`config.mk`:
```
export PLATFORM = sky130hd
export DESIGN_NAME = user_break_unit
export DESIGN_NICKNAME = d
export VERILOG_FILES = /design/src/pkg/brk_pkg.sv /design/src/rtl/user_break_unit.sv
export SDC_FILE = /design/constraint.sdc
export NUM_CORES = 1
export LEC_CHECK = 0
export ABC_AREA = 1
export BUFFER_PORTS_ARGS = -buffer_cell sky130_fd_sc_hd__buf_2
export CORE_MARGIN = 5
export CORE_UTILIZATION = 25
export CTS_CLUSTER_SIZE = 20
export DETAILED_ROUTE_END_ITERATION = 6
export GPL_ROUTABILITY_DRIVEN = 0
export GPL_TIMING_DRIVEN = 1
export PLACE_DENSITY_LB_ADDON = 0.05
export RECOVER_POWER = 50
export SETUP_SLACK_MARGIN = 0.15
export SLEW_MARGIN = 20
export SYNTH_ARGS = -nofsm -noshare
export SYNTH_HDL_FRONTEND = slang
export SYNTH_SLANG_ARGS = --single-unit
```
`constraint.sdc`:
```
create_clock -name ref_clk -period 2.5 [get_ports ref_clk]
set_input_delay 0.75 -clock ref_clk [delete_from_list [all_inputs] [get_ports ref_clk]]
set_output_delay 0.75 -clock ref_clk [all_outputs]
set_load 0.005 [all_outputs]
```
`src/pkg/brk_pkg.sv`:
```
// Constants and carrier types for the instruction-fetch break sequencer
// ==============================================================
// Overview of operation
// A taken software trap fetches the trap, two over-fetched successors, then the destination, and executes only trap and destination.
// A break match on either over-fetched successor raises the break at that instruction, and neither successor executes.
// A break match reaches the interrupt controller and starts exception handling no sooner than two clocks later.
// An interrupt raised before the break request arrives is taken first, and the break only after its handling completes.
// Hardware cannot prevent that reordering, so software must track a deferred break itself, for example with a flag.
// A taken branch_if_true or branch_if_false follows the same fetch and execute sequence as a taken trap.
// The break has priority 15 and is accepted only while the mask level is 14 or lower, else held pending.
package brk_pkg;
	// ==============================================================
	// Timing and levels
	localparam int          BRK_DELAY    = 2;
	localparam logic [3:0]  BRK_LEVEL    = 4'hF;
	localparam int          OVERFETCHES  = 2;

	// ==============================================================
	// Carriers
	typedef struct packed {
		logic        valid;
		logic [31:0] addr;
		logic        is_trap;
		logic        is_cond_br;
		logic        taken;
		logic        brk_match;
	} fetch_t;

	typedef struct packed {
		logic        valid;
		logic [31:0] addr;
	} exec_t;

	typedef enum logic [1:0] {
		SEQ_RUN,
		SEQ_OVER1,
		SEQ_OVER2,
		SEQ_DEST
	} seq_t;
endpackage

```
`src/rtl/user_break_unit.sv`:
```
// Break sequencer on the instruction fetch path with break request delivery
`timescale 1ns/1ns
module user_break_unit #(
	parameter int DELAY = brk_pkg::BRK_DELAY
) (
	input  wire logic           ref_clk,
	input  wire logic           nrst,
	input  brk_pkg::fetch_t     fetch,
	input  wire logic [3:0]     interrupt_mask_level,
	input  wire logic           other_irq_pend,
	input  wire logic           other_irq_done,
	output brk_pkg::exec_t      exec,
	output logic                brk_req,
	output logic                brk_take,
	output logic [31:0]         brk_pc
);
	// ==============================================================
	// Fetch sequence after a taken branch
	brk_pkg::seq_t seq_reg;
	brk_pkg::seq_t seq_next;
	logic          br_taken;
	logic          over_fetch;
	logic          do_exec;
	logic          new_brk;

	assign br_taken   = fetch.valid && fetch.taken && (fetch.is_trap || fetch.is_cond_br);
	assign over_fetch = fetch.valid && (seq_reg == brk_pkg::SEQ_OVER1 ||
	                                    seq_reg == brk_pkg::SEQ_OVER2);
	assign do_exec    = fetch.valid && !over_fetch;
	assign new_brk    = fetch.valid && fetch.brk_match;

	always_comb begin
		seq_next = seq_reg;
		case (seq_reg)
			brk_pkg::SEQ_RUN: begin
				if (br_taken) seq_next = brk_pkg::SEQ_OVER1;
			end
			brk_pkg::SEQ_OVER1: begin
				if (fetch.valid) seq_next = brk_pkg::SEQ_OVER2;
			end
			brk_pkg::SEQ_OVER2: begin
				if (fetch.valid) seq_next = brk_pkg::SEQ_DEST;
			end
			brk_pkg::SEQ_DEST: begin
				if (fetch.valid) seq_next = br_taken ? brk_pkg::SEQ_OVER1 : brk_pkg::SEQ_RUN;
			end
			default: begin
				seq_next = brk_pkg::SEQ_RUN;
			end
		endcase
	end

	always_ff @(posedge ref_clk or negedge nrst) begin
		if (!nrst) seq_reg <= brk_pkg::SEQ_RUN;
		else       seq_reg <= seq_next;
	end

	// Executed stream; over-fetched words never appear here
	always_ff @(posedge ref_clk or negedge nrst) begin
		if (!nrst) exec <= '0;
		else       exec <= '{valid: do_exec, addr: fetch.addr};
	end

	// ==============================================================
	// Over-fetch counter; only the checks read it
	localparam logic [1:0] OVER_MAX = 2'(brk_pkg::OVERFETCHES);
	logic [1:0]    over_cnt_reg;
	logic [1:0]    over_cnt_next;
	logic          br_restart;

	assign br_restart    = br_taken && (seq_reg == brk_pkg::SEQ_RUN ||
	                                    seq_reg == brk_pkg::SEQ_DEST);
	assign over_cnt_next = br_restart ? 2'h0 :
	                       over_fetch ? over_cnt_reg + 2'h1 : over_cnt_reg;

	always_ff @(posedge ref_clk or negedge nrst) begin
		if (!nrst) over_cnt_reg <= 2'h0;
		else       over_cnt_reg <= over_cnt_next;
	end

	// ==============================================================
	// Break request pipeline toward the interrupt controller
	// A match on an over-fetch still raises the break at that address
	logic [DELAY-1:0] pipe_reg;
	logic [31:0]      pc_pipe_reg [DELAY];
	logic             pend_reg;
	logic             other_busy_reg;
	logic             accept;

	always_ff @(posedge ref_clk or negedge nrst) begin
		if (!nrst) pipe_reg <= '0;
		else       pipe_reg <= {pipe_reg[DELAY-2:0], new_brk};
	end

	genvar gi;
	// Address rides alongside its match so the saved address is the matched one
	for (gi = 0; gi < DELAY; gi++) begin : g_pc
		if (gi == 0) begin : g_first
			always_ff @(posedge ref_clk or negedge nrst) begin
				if (!nrst) pc_pipe_reg[gi] <= 32'h0000_0000;
				else       pc_pipe_reg[gi] <= fetch.addr;
			end
		end else begin : g_rest
			always_ff @(posedge ref_clk or negedge nrst) begin
				if (!nrst) pc_pipe_reg[gi] <= 32'h0000_0000;
				else       pc_pipe_reg[gi] <= pc_pipe_reg[gi-1];
			end
		end
	end

	assign brk_req = pend_reg;

	// Earlier interrupt owns the CPU until its handling is done
	always_ff @(posedge ref_clk or negedge nrst) begin
		if (!nrst)                other_busy_reg <= 1'b0;
		else if (other_irq_pend && !pend_reg) other_busy_reg <= 1'b1;
		else if (other_irq_done)  other_busy_reg <= 1'b0;
	end

	// Mask 15 holds the request pending; no hardware repairs reordering
	assign accept = pend_reg && !other_busy_reg && !other_irq_pend
	             && (interrupt_mask_level < brk_pkg::BRK_LEVEL);

	always_ff @(posedge ref_clk or negedge nrst) begin
		if (!nrst) begin
			pend_reg <= 1'b0;
			brk_pc   <= 32'h0000_0000;
		end else if (pipe_reg[DELAY-1] && !pend_reg) begin
			pend_reg <= 1'b1;
			brk_pc   <= pc_pipe_reg[DELAY-1];
		end else if (accept) begin
			pend_reg <= 1'b0;
		end
	end

	always_ff @(posedge ref_clk or negedge nrst) begin
		if (!nrst) brk_take <= 1'b0;
		else       brk_take <= accept;
	end

	// ==============================================================
	// Checks
	min_delay_a: assert property (@(posedge ref_clk) disable iff (!nrst)
		new_brk && !brk_req && pipe_reg == '0 |=> !brk_req ##1 !brk_req)
		else $error("break delivered too early");

	over_noexec_a: assert property (@(posedge ref_clk) disable iff (!nrst)
		over_fetch |=> !exec.valid)
		else $error("over-fetched word executed");

	seq_two_a: assert property (@(posedge ref_clk) disable iff (!nrst)
		(seq_reg == brk_pkg::SEQ_RUN) && br_taken |=> seq_reg == brk_pkg::SEQ_OVER1)
		else $error("branch did not start over-fetch");

	mask_hold_a: assert property (@(posedge ref_clk) disable iff (!nrst)
		brk_req && interrupt_mask_level == 4'hF |=> !brk_take)
		else $error("break taken at mask 15");

	order_a: assert property (@(posedge ref_clk) disable iff (!nrst)
		other_busy_reg |=> !brk_take)
		else $error("break taken before earlier interrupt");

	cond_br_a: assert property (@(posedge ref_clk) disable iff (!nrst)
		fetch.valid && fetch.is_cond_br && fetch.taken && seq_reg == brk_pkg::SEQ_RUN
		|=> exec.valid ##1 !exec.valid ##1 !exec.valid)
		else $error("conditional branch sequence broken");

	pend_hold_a: assert property (@(posedge ref_clk) disable iff (!nrst)
		brk_req && !accept |=> brk_req)
		else $error("pending break lost");

	// ==============================================================
	// Further fetch sequence checks
	trap_seq_a: assert property (@(posedge ref_clk) disable iff (!nrst)
		fetch.valid && fetch.is_trap && fetch.taken && seq_reg == brk_pkg::SEQ_RUN
		|=> exec.valid ##1 !exec.valid ##1 !exec.valid)
		else $error("trap sequence broken");

	exec_addr_a: assert property (@(posedge ref_clk) disable iff (!nrst)
		do_exec |=> exec.valid && exec.addr == $past(fetch.addr))
		else $error("executed word lost or misaddressed");

	idle_noexec_a: assert property (@(posedge ref_clk) disable iff (!nrst)
		!fetch.valid |=> !exec.valid)
		else $error("execution without a fetch");

	over_count_a: assert property (@(posedge ref_clk) disable iff (!nrst)
		over_fetch |-> over_cnt_reg < OVER_MAX)
		else $error("too many over-fetched words");

	dest_count_a: assert property (@(posedge ref_clk) disable iff (!nrst)
		fetch.valid && seq_reg == brk_pkg::SEQ_DEST |-> over_cnt_reg == OVER_MAX)
		else $error("destination fetched too early");

	// ==============================================================
	// Further break delivery checks
	// The upper latency bound holds for the default pipe depth of two
	deliver_lat_a: assert property (@(posedge ref_clk) disable iff (!nrst)
		new_brk && !brk_req && pipe_reg == '0 |-> ##3 brk_req)
		else $error("break request late");

	pc_capture_a: assert property (@(posedge ref_clk) disable iff (!nrst)
		$rose(brk_req) |-> brk_pc == $past(fetch.addr, DELAY + 1))
		else $error("break address not the matched fetch");

	pc_stable_a: assert property (@(posedge ref_clk) disable iff (!nrst)
		brk_req && !accept |=> $stable(brk_pc))
		else $error("break address moved while pending");

	other_first_a: assert property (@(posedge ref_clk) disable iff (!nrst)
		other_irq_pend |=> !brk_take)
		else $error("break taken over a pending interrupt");

	accept_open_a: assert property (@(posedge ref_clk) disable iff (!nrst)
		brk_req && !other_irq_pend && !other_busy_reg
		&& interrupt_mask_level < brk_pkg::BRK_LEVEL |=> brk_take)
		else $error("acceptable break not taken");

	take_once_a: assert property (@(posedge ref_clk) disable iff (!nrst)
		brk_take |=> !brk_take)
		else $error("break taken twice");

	take_clear_a: assert property (@(posedge ref_clk) disable iff (!nrst)
		brk_take |-> !brk_req)
		else $error("request still pending after take");
endmodule

```
---- Word-level counts from Yosys, hierarchy flattened ----
Cells that the tools add are included.
operators by class
  reduce and logical (&&, ||, !) cells .... 20
  magnitude comparators ................... 1
  multiplexer cells ....................... 10
  equal/unequal tests ..................... 7
operators by type and width
  cell                  number
  $logic_and A1 B1 Y1   10
  $mux W2               4
  $ne A2 B2 Y1 const B  4
  $pmux W2 S4           1
  $mux W1               5
  $eq A2 B2 Y1 const B  2
  $logic_not A1 Y1      4
  $lt A4 B4 Y1 const B  1
  $reduce_and A4 Y1     1
  $reduce_bool A2 Y1    2
  $eq A2 B1 Y1 const B  1
  $logic_not A2 Y1      1
  $logic_or A1 B1 Y1    2
word-level totals
  bits in registers ....................... 104
  input port bits ......................... 45
  logic and storage cells ................. 47

---- Logic depth before layout (Yosys ltp) ----
Gate-level depths: netlist of the first run.
  word-level depth ........................ 6
  depth in mapped cells ................... 8
  depth with buffers taken out ............ 8

---- Worst setup path after synthesis of the first run ----
OpenSTA, ideal clock, no wires.
  path type ............................... input -> register
  start point ............................. input port fetch[1] (netlist bit)
  end point ............................... register seq_reg[0]
  data required time ...................... 2379 ps
  setup time .............................. 121 ps
  path slack .............................. 1242 ps
  cell stages on the path ................. 7
  arrival ................................. 1136 ps
  path through ............................ nand2_1 inv_1 nand2_1 nand2_1 nand3_1 nand2_1 nand2_1
between the ends
  word-level cells in the longest chain between the ends .. 5
  elaborated cells on any way between the ends .. 7
RTL lines
  what                                 RTL line               source
  start, declared                      user_break_unit.sv:8   input brk_pkg::fetch_t fetch,
  $logic_and A1 B1 Y1 * (2 in series)  user_break_unit.sv:26  assign br_taken = fetch.valid && fetch.taken && (fetch.is_trap || fetch.is_cond_br);
  $mux W1                              user_break_unit.sv:45  if (fetch.valid) seq_next = br_taken ? brk_pkg::SEQ_OVER1 : brk_pkg::SEQ_RUN;
  $mux W2                              user_break_unit.sv:45
  $pmux W2 S4                          user_break_unit.sv:34  case (seq_reg)
  end signal, assigned                 user_break_unit.sv:54  if (!nrst) seq_reg <= brk_pkg::SEQ_RUN;
  end signal, assigned                 user_break_unit.sv:55  else seq_reg <= seq_next;
  end, declared                        user_break_unit.sv:19  brk_pkg::seq_t seq_reg;
Every way passes the cells marked *; elsewhere a longest branch is shown, timed or not. The select of a mux whose other input is x is not followed.
A chain may end at the register's enable or synchronous reset.

==> results of run 1 <==
-- cell usage in the layout (no fill, tap or decap) --
cell                          n
sky130_fd_sc_hd__and3_1       1
sky130_fd_sc_hd__buf_12       1
sky130_fd_sc_hd__buf_2      109
sky130_fd_sc_hd__buf_4        1
sky130_fd_sc_hd__bufinv_16    3
sky130_fd_sc_hd__clkbuf_1     6
sky130_fd_sc_hd__clkbuf_16    9
sky130_fd_sc_hd__dfrtp_1    104
sky130_fd_sc_hd__ha_1         5
sky130_fd_sc_hd__inv_1       10
sky130_fd_sc_hd__mux2_2       3
sky130_fd_sc_hd__mux2_4      29
sky130_fd_sc_hd__nand2_1     15
sky130_fd_sc_hd__nand2_4      1
sky130_fd_sc_hd__nand3_1      4
sky130_fd_sc_hd__nand4_1      1
sky130_fd_sc_hd__nor2_1       4
sky130_fd_sc_hd__o211ai_1     1
sky130_fd_sc_hd__o21ai_0      1
-- final cells by class --
class | instances | area (um^2)
fill | 1411 | 9500
sequential | 104 | 2600
multi-input combinational | 65 | 659
timing repair buffer | 113 | 581
clock buffer | 13 | 240
tap | 180 | 225
clock inverter | 3 | 90.1
inverter | 10 | 37.5
-- worst reg2reg max path, delay by kind of cell, from the launching register on --
family / cells / cell delay (ns)
multiplexers: 1 / 0.41
flip-flops: 1 / 0.39
AND/OR/NAND/NOR: 1 / 0.51
buffers and inverters: 1 / 0.09
-- cells by family (layout without fill, tap and decap cells) --
family	after synthesis	after routing	share of synthesized area [%]
flops	104	104	72.8
compound gates	2	2	0.350
simple gates	26	26	3.22
mux	32	32	13.1
fa+ha+maj	5	5	1.75
buf+inv	45	139	8.72
-- metrics by stage --
| step | cell area (um^2) | util, % | hold WS [ns] | setup WS (ns) |
|---|---|---|---|---|
| after floorplan | 3570 | - | 0.331 | 1.24 |
| after global placement | 4110 | 29.5 | 0.336 | 0.994 |
| after detailed placement | 4110 | 29.5 | 0.349 | 0.969 |
| after CTS | 4440 | 31.9 | 0.313 | 0.808 |
| after global routing | 4440 | 31.8 | 0.331 | 0.451 |
| final | 4440 | 31.8 | 0.319 | 0.786 |
-- power by group through the flow --
stage	clock [W]	combinational, W	sequential [W]
6_report	0.00158	0.00109	0.00224
5_1_grt	0.00171	0.00122	0.00229
4_1_cts	0.00166	0.00113	0.00225
3_5_place_dp	0	0.00113	0.00228
3_3_place_gp	0	0.00112	0.00228
2_1_floorplan	0	0.000642	0.00228
-- worst min-delay path by stage --
| stage | start | end | slack [ns] | depth (start not counted) |
|---|---|---|---|---|
| detailed placement | pipe_reg[0]$_DFF_PN0_ | pipe_reg[1]$_DFF_PN0_ | 0.35 | 0 |
| global route | nrst | pc_pipe_reg[62]$_DFF_PN0_ | 0.33 | 1 |
| CTS | nrst | pc_pipe_reg[62]$_DFF_PN0_ | 0.31 | 1 |
| finish | nrst | pc_pipe_reg[30]$_DFF_PN0_ | 0.32 | 1 |
| floorplan | pipe_reg[0]$_DFF_PN0_ | pipe_reg[1]$_DFF_PN0_ | 0.33 | 0 |
| global placement | pipe_reg[0]$_DFF_PN0_ | pipe_reg[1]$_DFF_PN0_ | 0.34 | 0 |
-- per-layer routing --
layer | global-route usage [%] | wire, um
met3 | 5.07 | 620
met5 | 0 | 0
met2 | 12.1 | 3030
met1 | 10.4 | 2910
met4 | 3.48 | 114
==> Flow_metrics.wiki, run 1 <==
{| class="wikitable"
! Metric !! Value
|-
| Worst Reg-to-Reg Cells || 3
|-
| CP delay by family, top || buffers and inverters
|-
| Slew at the pin closest to its max-slew limit || between 1 and 1.5 ns
|-
| Dominant cell type by area after synthesis || sky130_fd_sc_hd__dfrtp_1
|-
| Critical path cell sequence || buf_4, clkbuf_1
|-
| Worst rel slew slack || 22.1%
|-
| Clock tree from TritonCTS || done
|-
| Instance count after placement with tap cells included || approximately 470
|-
| Number of global-route vias before repair || 1935
|-
| Start point of the critical path || nrst
|-
| Resized Gates After CTS || 0
|-
| Number of remaining DRC errors || 0
|-
| Count of vias placed by the detailed router || about 1800
|-
| Cells taking the most area after synthesis || sky130_fd_sc_hd__dfrtp_1 73%, sky130_fd_sc_hd__mux2_4 12%, sky130_fd_sc_hd__buf_4 6.7%
|-
| Horiz. Die Dim || approximately 130 um
|-
| Initial antenna violation count || 0
|-
| Die Height || around 130 um
|-
| First DRT Iteration DRCs || between 50 and 60
|-
| Fin Clk Skew || 0.00459 ns
|-
| Number of storage elements in the synthesis netlist || roughly 100
|-
| Critical path destination || brk_pc[7]$_DFFE_PN0P_
|-
| Std cell rows || 43
|-
| End of the worst register-to-register path || brk_pc[31]$_DFFE_PN0P_
|-
| Mapped Nets || approximately 260
|-
| Combinational group share of total power || 22.2%
|-
| Number of endpoints with negative hold slack in the final report || 0
|-
| Largest fanout on the critical path || 27
|-
| Required arrival time at the worst endpoint || 2.78 ns
|-
| Post-route non-filler standard cell count || 488
|-
| Critical path class || in2async
|-
| Post-CTS setup buffers || 0
|-
| Area of the core region || 0.0139 mm^2
|-
| Max-cap check violation count || 0
|-
| Count of input and output buffers || ~110
|-
| Net switching power of the design || roughly 0.0012 W
|-
| Total of endpoints with negative setup slack in the final report || 0
|-
| Later-pin clock latency in the skew report || 0.34 ns
|-
| Arrival @ worst endpoint || ~2.0 ns
|-
| Power density relative to cell area || ~1100 mW/mm^2
|-
| Run status || finished, final reports clean
|-
| Clock-pin slew on the worst setup and hold paths || 0.07 ns
|-
| Setup slack on the worst flop-to-flop path || 0.98 ns
|-
| Final routed wirelength across all metal layers || about 6700 um
|-
| Number of enable-type register cells in the synthesized netlist || 0
|-
| Yosys warning total || 0
|-
| Max stage delay cell, worst path || sky130_fd_sc_hd__clkbuf_1
|-
| Min Tclk post-route || 1.71 ns
|-
| Layout Nets || 353
|-
| Die footprint || approximately 0.017 mm^2
|-
| Max Root-Sink Buffers || 2
|-
| Async SR Flop Fraction || 100%
|-
| Post-synth top flop || sky130_fd_sc_hd__dfrtp_1
|-
| Post-layout power || roughly 0.0049 W
|-
| Clock sink total || ~100
|-
| Final sum of negative setup slack || 0 ns
|-
| Area share of the largest cell type after synthesis || about 73%
|-
| CTS H-tree lvls || 3
|-
| Period Utilization, post-route || 68.6%
|-
| Layout cell share with drive strength beyond 1 || between 50% and 60%
|-
| First drt pass iteration count || 4
|-
| Global-route wire length before repair || approximately 10000 um
|-
| Setup repair after global routing missed its margin || false
|-
| Synthesis-to-layout area growth || 24.1%
|-
| Worst-case vdd ir drop || ~0.00032 V
|-
| Critical Path End Type || asynchronous set/reset pin
|-
| Cts bufs inserted || 9
|-
| Achievable clock frequency || between 500 and 600 MHz
|-
| Overall Global Routing Usage || between 8 and 9%
|-
| Type of the most critical hold path || in2async
|-
| Gate count of the mapped netlist || 214
|-
| Detailed Place HPWL || 4450 um
|-
| Crit path buf inv count || 2
|-
| Synthesized area per cell || approximately 17 um^2
|-
| Sequential power share || between 40% and 50%
|-
| Number of pins with negative max-slew slack in the final report || 0
|-
| Startpoint types || input pin
|-
| Largest net degree at the start of global routing || 58
|-
| Root buf cell || sky130_fd_sc_hd__clkbuf_16
|-
| Cts hold-fix bufs || 0
|-
| Post-route ant nets || 0
|-
| Initial Util || between 20 and 30%
|-
| Startpoint of the worst register-to-register path || brk_req$_DFFE_PN0P_
|-
| Cell types with the highest counts after synthesis || 104 x sky130_fd_sc_hd__dfrtp_1, 32 x sky130_fd_sc_hd__buf_4, 29 x sky130_fd_sc_hd__mux2_4
|-
| LEAKAGE || ~2.3 nW
|-
| Count of unique library cells instantiated by Yosys || 16
|-
| Most repeated cell in the gate-level netlist after synthesis || sky130_fd_sc_hd__dfrtp_1
|-
| Grt ovf || 0
|-
| Switching Share || between 20% and 30%
|-
| CP peak stage delay || ~0.91 ns
|-
| ANT cells || 0
|-
| Part of the power in the clock network || around a third
|-
| Post-DR wirelength/cell || 13.7 um
|-
| Mapped Area || between 0.003 and 0.004 mm^2
|-
| Max FFs per register || 64
|-
| Stages on the worst setup path || 2
|-
| Vias per cell || 3.65
|-
| Number of primary I/O pins || between 100 and 150
|-
| Cell internal power dissipation || roughly 0.0037 W
|-
| Sequential area share after synthesis || 72.8%
|}
Power figures use the tool's default switching activity.
==> run 2, diff against run 1 <==
==> constraint.sdc (replaced) <==
create_clock -name ref_clk -period 1.7 [get_ports ref_clk]
set_input_delay 0.51 -clock ref_clk [delete_from_list [all_inputs] [get_ports ref_clk]]
set_output_delay 0.51 -clock ref_clk [all_outputs]
set_load 0.005 [all_outputs]
==> Flow_metrics.wiki, run 2 (synthesis results as in run 1) <==
{| class="wikitable"
! Metric !! Value
|-
| Post-DR wirelength/cell || 13.6 um (was 13.7 um)
|-
| Register area || 0.00260 mm^2 (unchanged)
|-
| Clock tree from TritonCTS || done (unchanged)
|-
| Run status || finished, final reports clean (unchanged)
|-
| Top library cells by usage in the layout, fill and taps aside || 108 x sky130_fd_sc_hd__buf_2, 104 x sky130_fd_sc_hd__dfrtp_1, 29 x sky130_fd_sc_hd__mux2_4 (was 109 x sky130_fd_sc_hd__buf_2, 104 x sky130_fd_sc_hd__dfrtp_1, 29 x sky130_fd_sc_hd__mux2_4)
|-
| Std cell rows || 43 (unchanged)
|-
| Total of endpoints with negative setup slack in the final report || 0 (unchanged)
|-
| Initial Util || 25.6% (unchanged)
|-
| Filler cells || 1424 (was 1411)
|-
| Clock sink total || 104 (unchanged)
|-
| Final routed wirelength across all metal layers || 6670 um (about the same)
|-
| Startpoint types || flop (was input pin)
|-
| Count of vias placed by the detailed router || 1778 (was 1780)
|-
| Overall Global Routing Usage || 8.72% (was 8.49%)
|-
| Layout cell share with drive strength beyond 1 || 51.6% (was 50.6%)
|-
| Final sum of negative setup slack || 0 ns (unchanged)
|-
| Synthesis-to-layout area growth || 24.0% (was 24.1%)
|-
| Number of pins with negative max-slew slack in the final report || 0 (unchanged)
|-
| Later-pin clock latency in the skew report || 0.34 ns (about the same)
|-
| Clock-pin slew on the worst setup and hold paths || 0.07 ns (about the same)
|-
| Slew at the pin closest to its max-slew limit || 1.29 ns (was 1.17 ns)
|-
| Post-route ant nets || 0 (unchanged)
|-
| Type of the most critical hold path || in2reg (was in2async)
|-
| Min Tclk post-route || 1.42 ns
|-
| Cts bufs inserted || 9 (unchanged)
|-
| CP peak stage delay || 0.42 ns (was 0.91 ns)
|-
| Critical path cell sequence || buf_2 (was buf_4, clkbuf_1)
|-
| Arrival @ worst endpoint || 0.91 ns (was 1.99 ns)
|-
| Fin Clk Skew || 0.00606 ns (was 0.00459 ns)
|-
| Root buf cell || sky130_fd_sc_hd__clkbuf_16 (unchanged)
|-
| Cts hold-fix bufs || 0 (unchanged)
|-
| Layout Nets || 355 (was 353)
|-
| Horiz. Die Dim || 130 um (unchanged)
|-
| Number of global-route vias before repair || 1979 (was 1935)
|-
| Post-layout power || 0.00690 W (was 0.00491 W)
|-
| PnR worst setup slack || 0.282 ns (was 0.786 ns)
|-
| Crit path buf inv count || 1 (was 2)
|-
| Largest fanout on the critical path || 5 (was 27)
|-
| Worst-case vdd ir drop || 0.000719 V (was 0.000325 V)
|-
| Max stage delay cell, worst path || sky130_fd_sc_hd__dfrtp_1 (was sky130_fd_sc_hd__clkbuf_1)
|-
| Number of remaining DRC errors || 0 (unchanged)
|-
| Worst Hold Margin || 0.270 ns (was 0.319 ns)
|-
| Setup repair after global routing missed its margin || false (unchanged)
|-
| Period Utilization, post-route || between 80% and 90%
|-
| CTS H-tree lvls || 3 (unchanged)
|-
| Required arrival time at the worst endpoint || 1.19 ns (was 2.78 ns)
|-
| Post-placement setup slack || 0.278 ns (was 0.969 ns)
|-
| Max Root-Sink Buffers || 2 (unchanged)
|-
| First DRT Iteration DRCs || 37 (was 57)
|-
| Grt ovf || 0 (unchanged)
|-
| Achievable clock frequency || slightly above 700 MHz
|-
| Worst rel slew slack || 13.9% (was 22.1%)
|-
| Die Height || 130 um (unchanged)
|-
| LEAKAGE || 2.28 nW (about the same)
|-
| Power density relative to cell area || 1560 mW/mm^2 (was 1110 mW/mm^2)
|-
| Max FFs per register || 64 (unchanged)
|-
| Largest net degree at the start of global routing || 46 (was 58)
|-
| Critical path class || reg2out (was in2async)
|-
| Global-route wire length before repair || 10700 um (was 10500 um)
|-
| Resized Gates After CTS || 0 (unchanged)
|-
| ANT cells || 0 (unchanged)
|-
| Multi-input logic area || 659 um^2 (unchanged)
|-
| First drt pass iteration count || 2 (was 4)
|-
| Detailed Place HPWL || 4670 um (was 4450 um)
|-
| Max-cap check violation count || 0 (unchanged)
|-
| CP delay by family, top || flip-flops (was buffers and inverters)
|-
| Instance count after placement with tap cells included || 474 (was 472)
|-
| Most common cell after layout, fill and taps aside || sky130_fd_sc_hd__buf_2 (unchanged)
|-
| Number of endpoints with negative hold slack in the final report || 0 (unchanged)
|-
| Area of the core region || 0.0139 mm^2 (unchanged)
|-
| Critical Path End Type || primary output (was asynchronous set/reset pin)
|-
| Number of primary I/O pins || 112 (unchanged)
|-
| Count of input and output buffers || 111 (unchanged)
|-
| Post-CTS setup buffers || 0 (unchanged)
|-
| Die footprint || 0.0168 mm^2 (unchanged)
|-
| Initial antenna violation count || 0 (unchanged)
|-
| Post-route non-filler standard cell count || 490 (was 488)
|-
| Vias per cell || 3.63 (was 3.65)
|}
==> run 2: stage by stage <==
step	cell area, um^2	utilization [%]
global placement	4150	29.8
global route	4430	31.8
detailed placement	4150	29.8
finish	4430	31.8
floorplan	3570	-
CTS	4440	31.8
==> run 2: final cells by class <==
class / instances / area share (%)
Tap cell: 180 / 5.08
Multi-Input combinational cell: 65 / 14.9
Clock buffer: 14 / 6.18
Inverter: 10 / 0.847
Clock inverter: 2 / 0.282
Sequential cell: 104 / 58.7
Timing Repair Buffer: 115 / 14.0
==> run 2: final timing paths <==
| path | cells past startpoint | endpoint | slack [ns] | startpoint |
|---|---|---|---|---|
| max in group asynchronous | 2 | pc_pipe_reg[20]$_DFF_PN0_ | 0.41 | nrst |
| max reg2reg | 4 | brk_pc[15]$_DFFE_PN0P_ | 0.29 | brk_req$_DFFE_PN0P_ |
| min | 1 | pc_pipe_reg[54]$_DFF_PN0_ | 0.27 | fetch[26] |
| max | 1 | brk_req | 0.28 | brk_req$_DFFE_PN0P_ |
| min reg2reg | 0 | pipe_reg[1]$_DFF_PN0_ | 0.35 | pipe_reg[0]$_DFF_PN0_ |
| min in group asynchronous | 1 | seq_reg[1]$_DFFE_PN0P_ | 0.43 | nrst |
==> run 2: power breakdown <==
group	switching, W	leakage [nW]	internal, W	total [W]
registers	0.000297	1.22	0.00301	0.00330
clock network	0.000858	0.139	0.00111	0.00197
logic	0.000637	0.915	0.000986	0.00162
total	0.00179	2.28	0.00510	0.00690
==> run 2: layer usage <==
metal  wire [um]  up-vias  track usage (%)
met4         143        0             4.58
li1            -      838                -
met5           0        -                0
met1        2740      864             10.5
met3         643        9             4.33
met2        3140       67             12.8
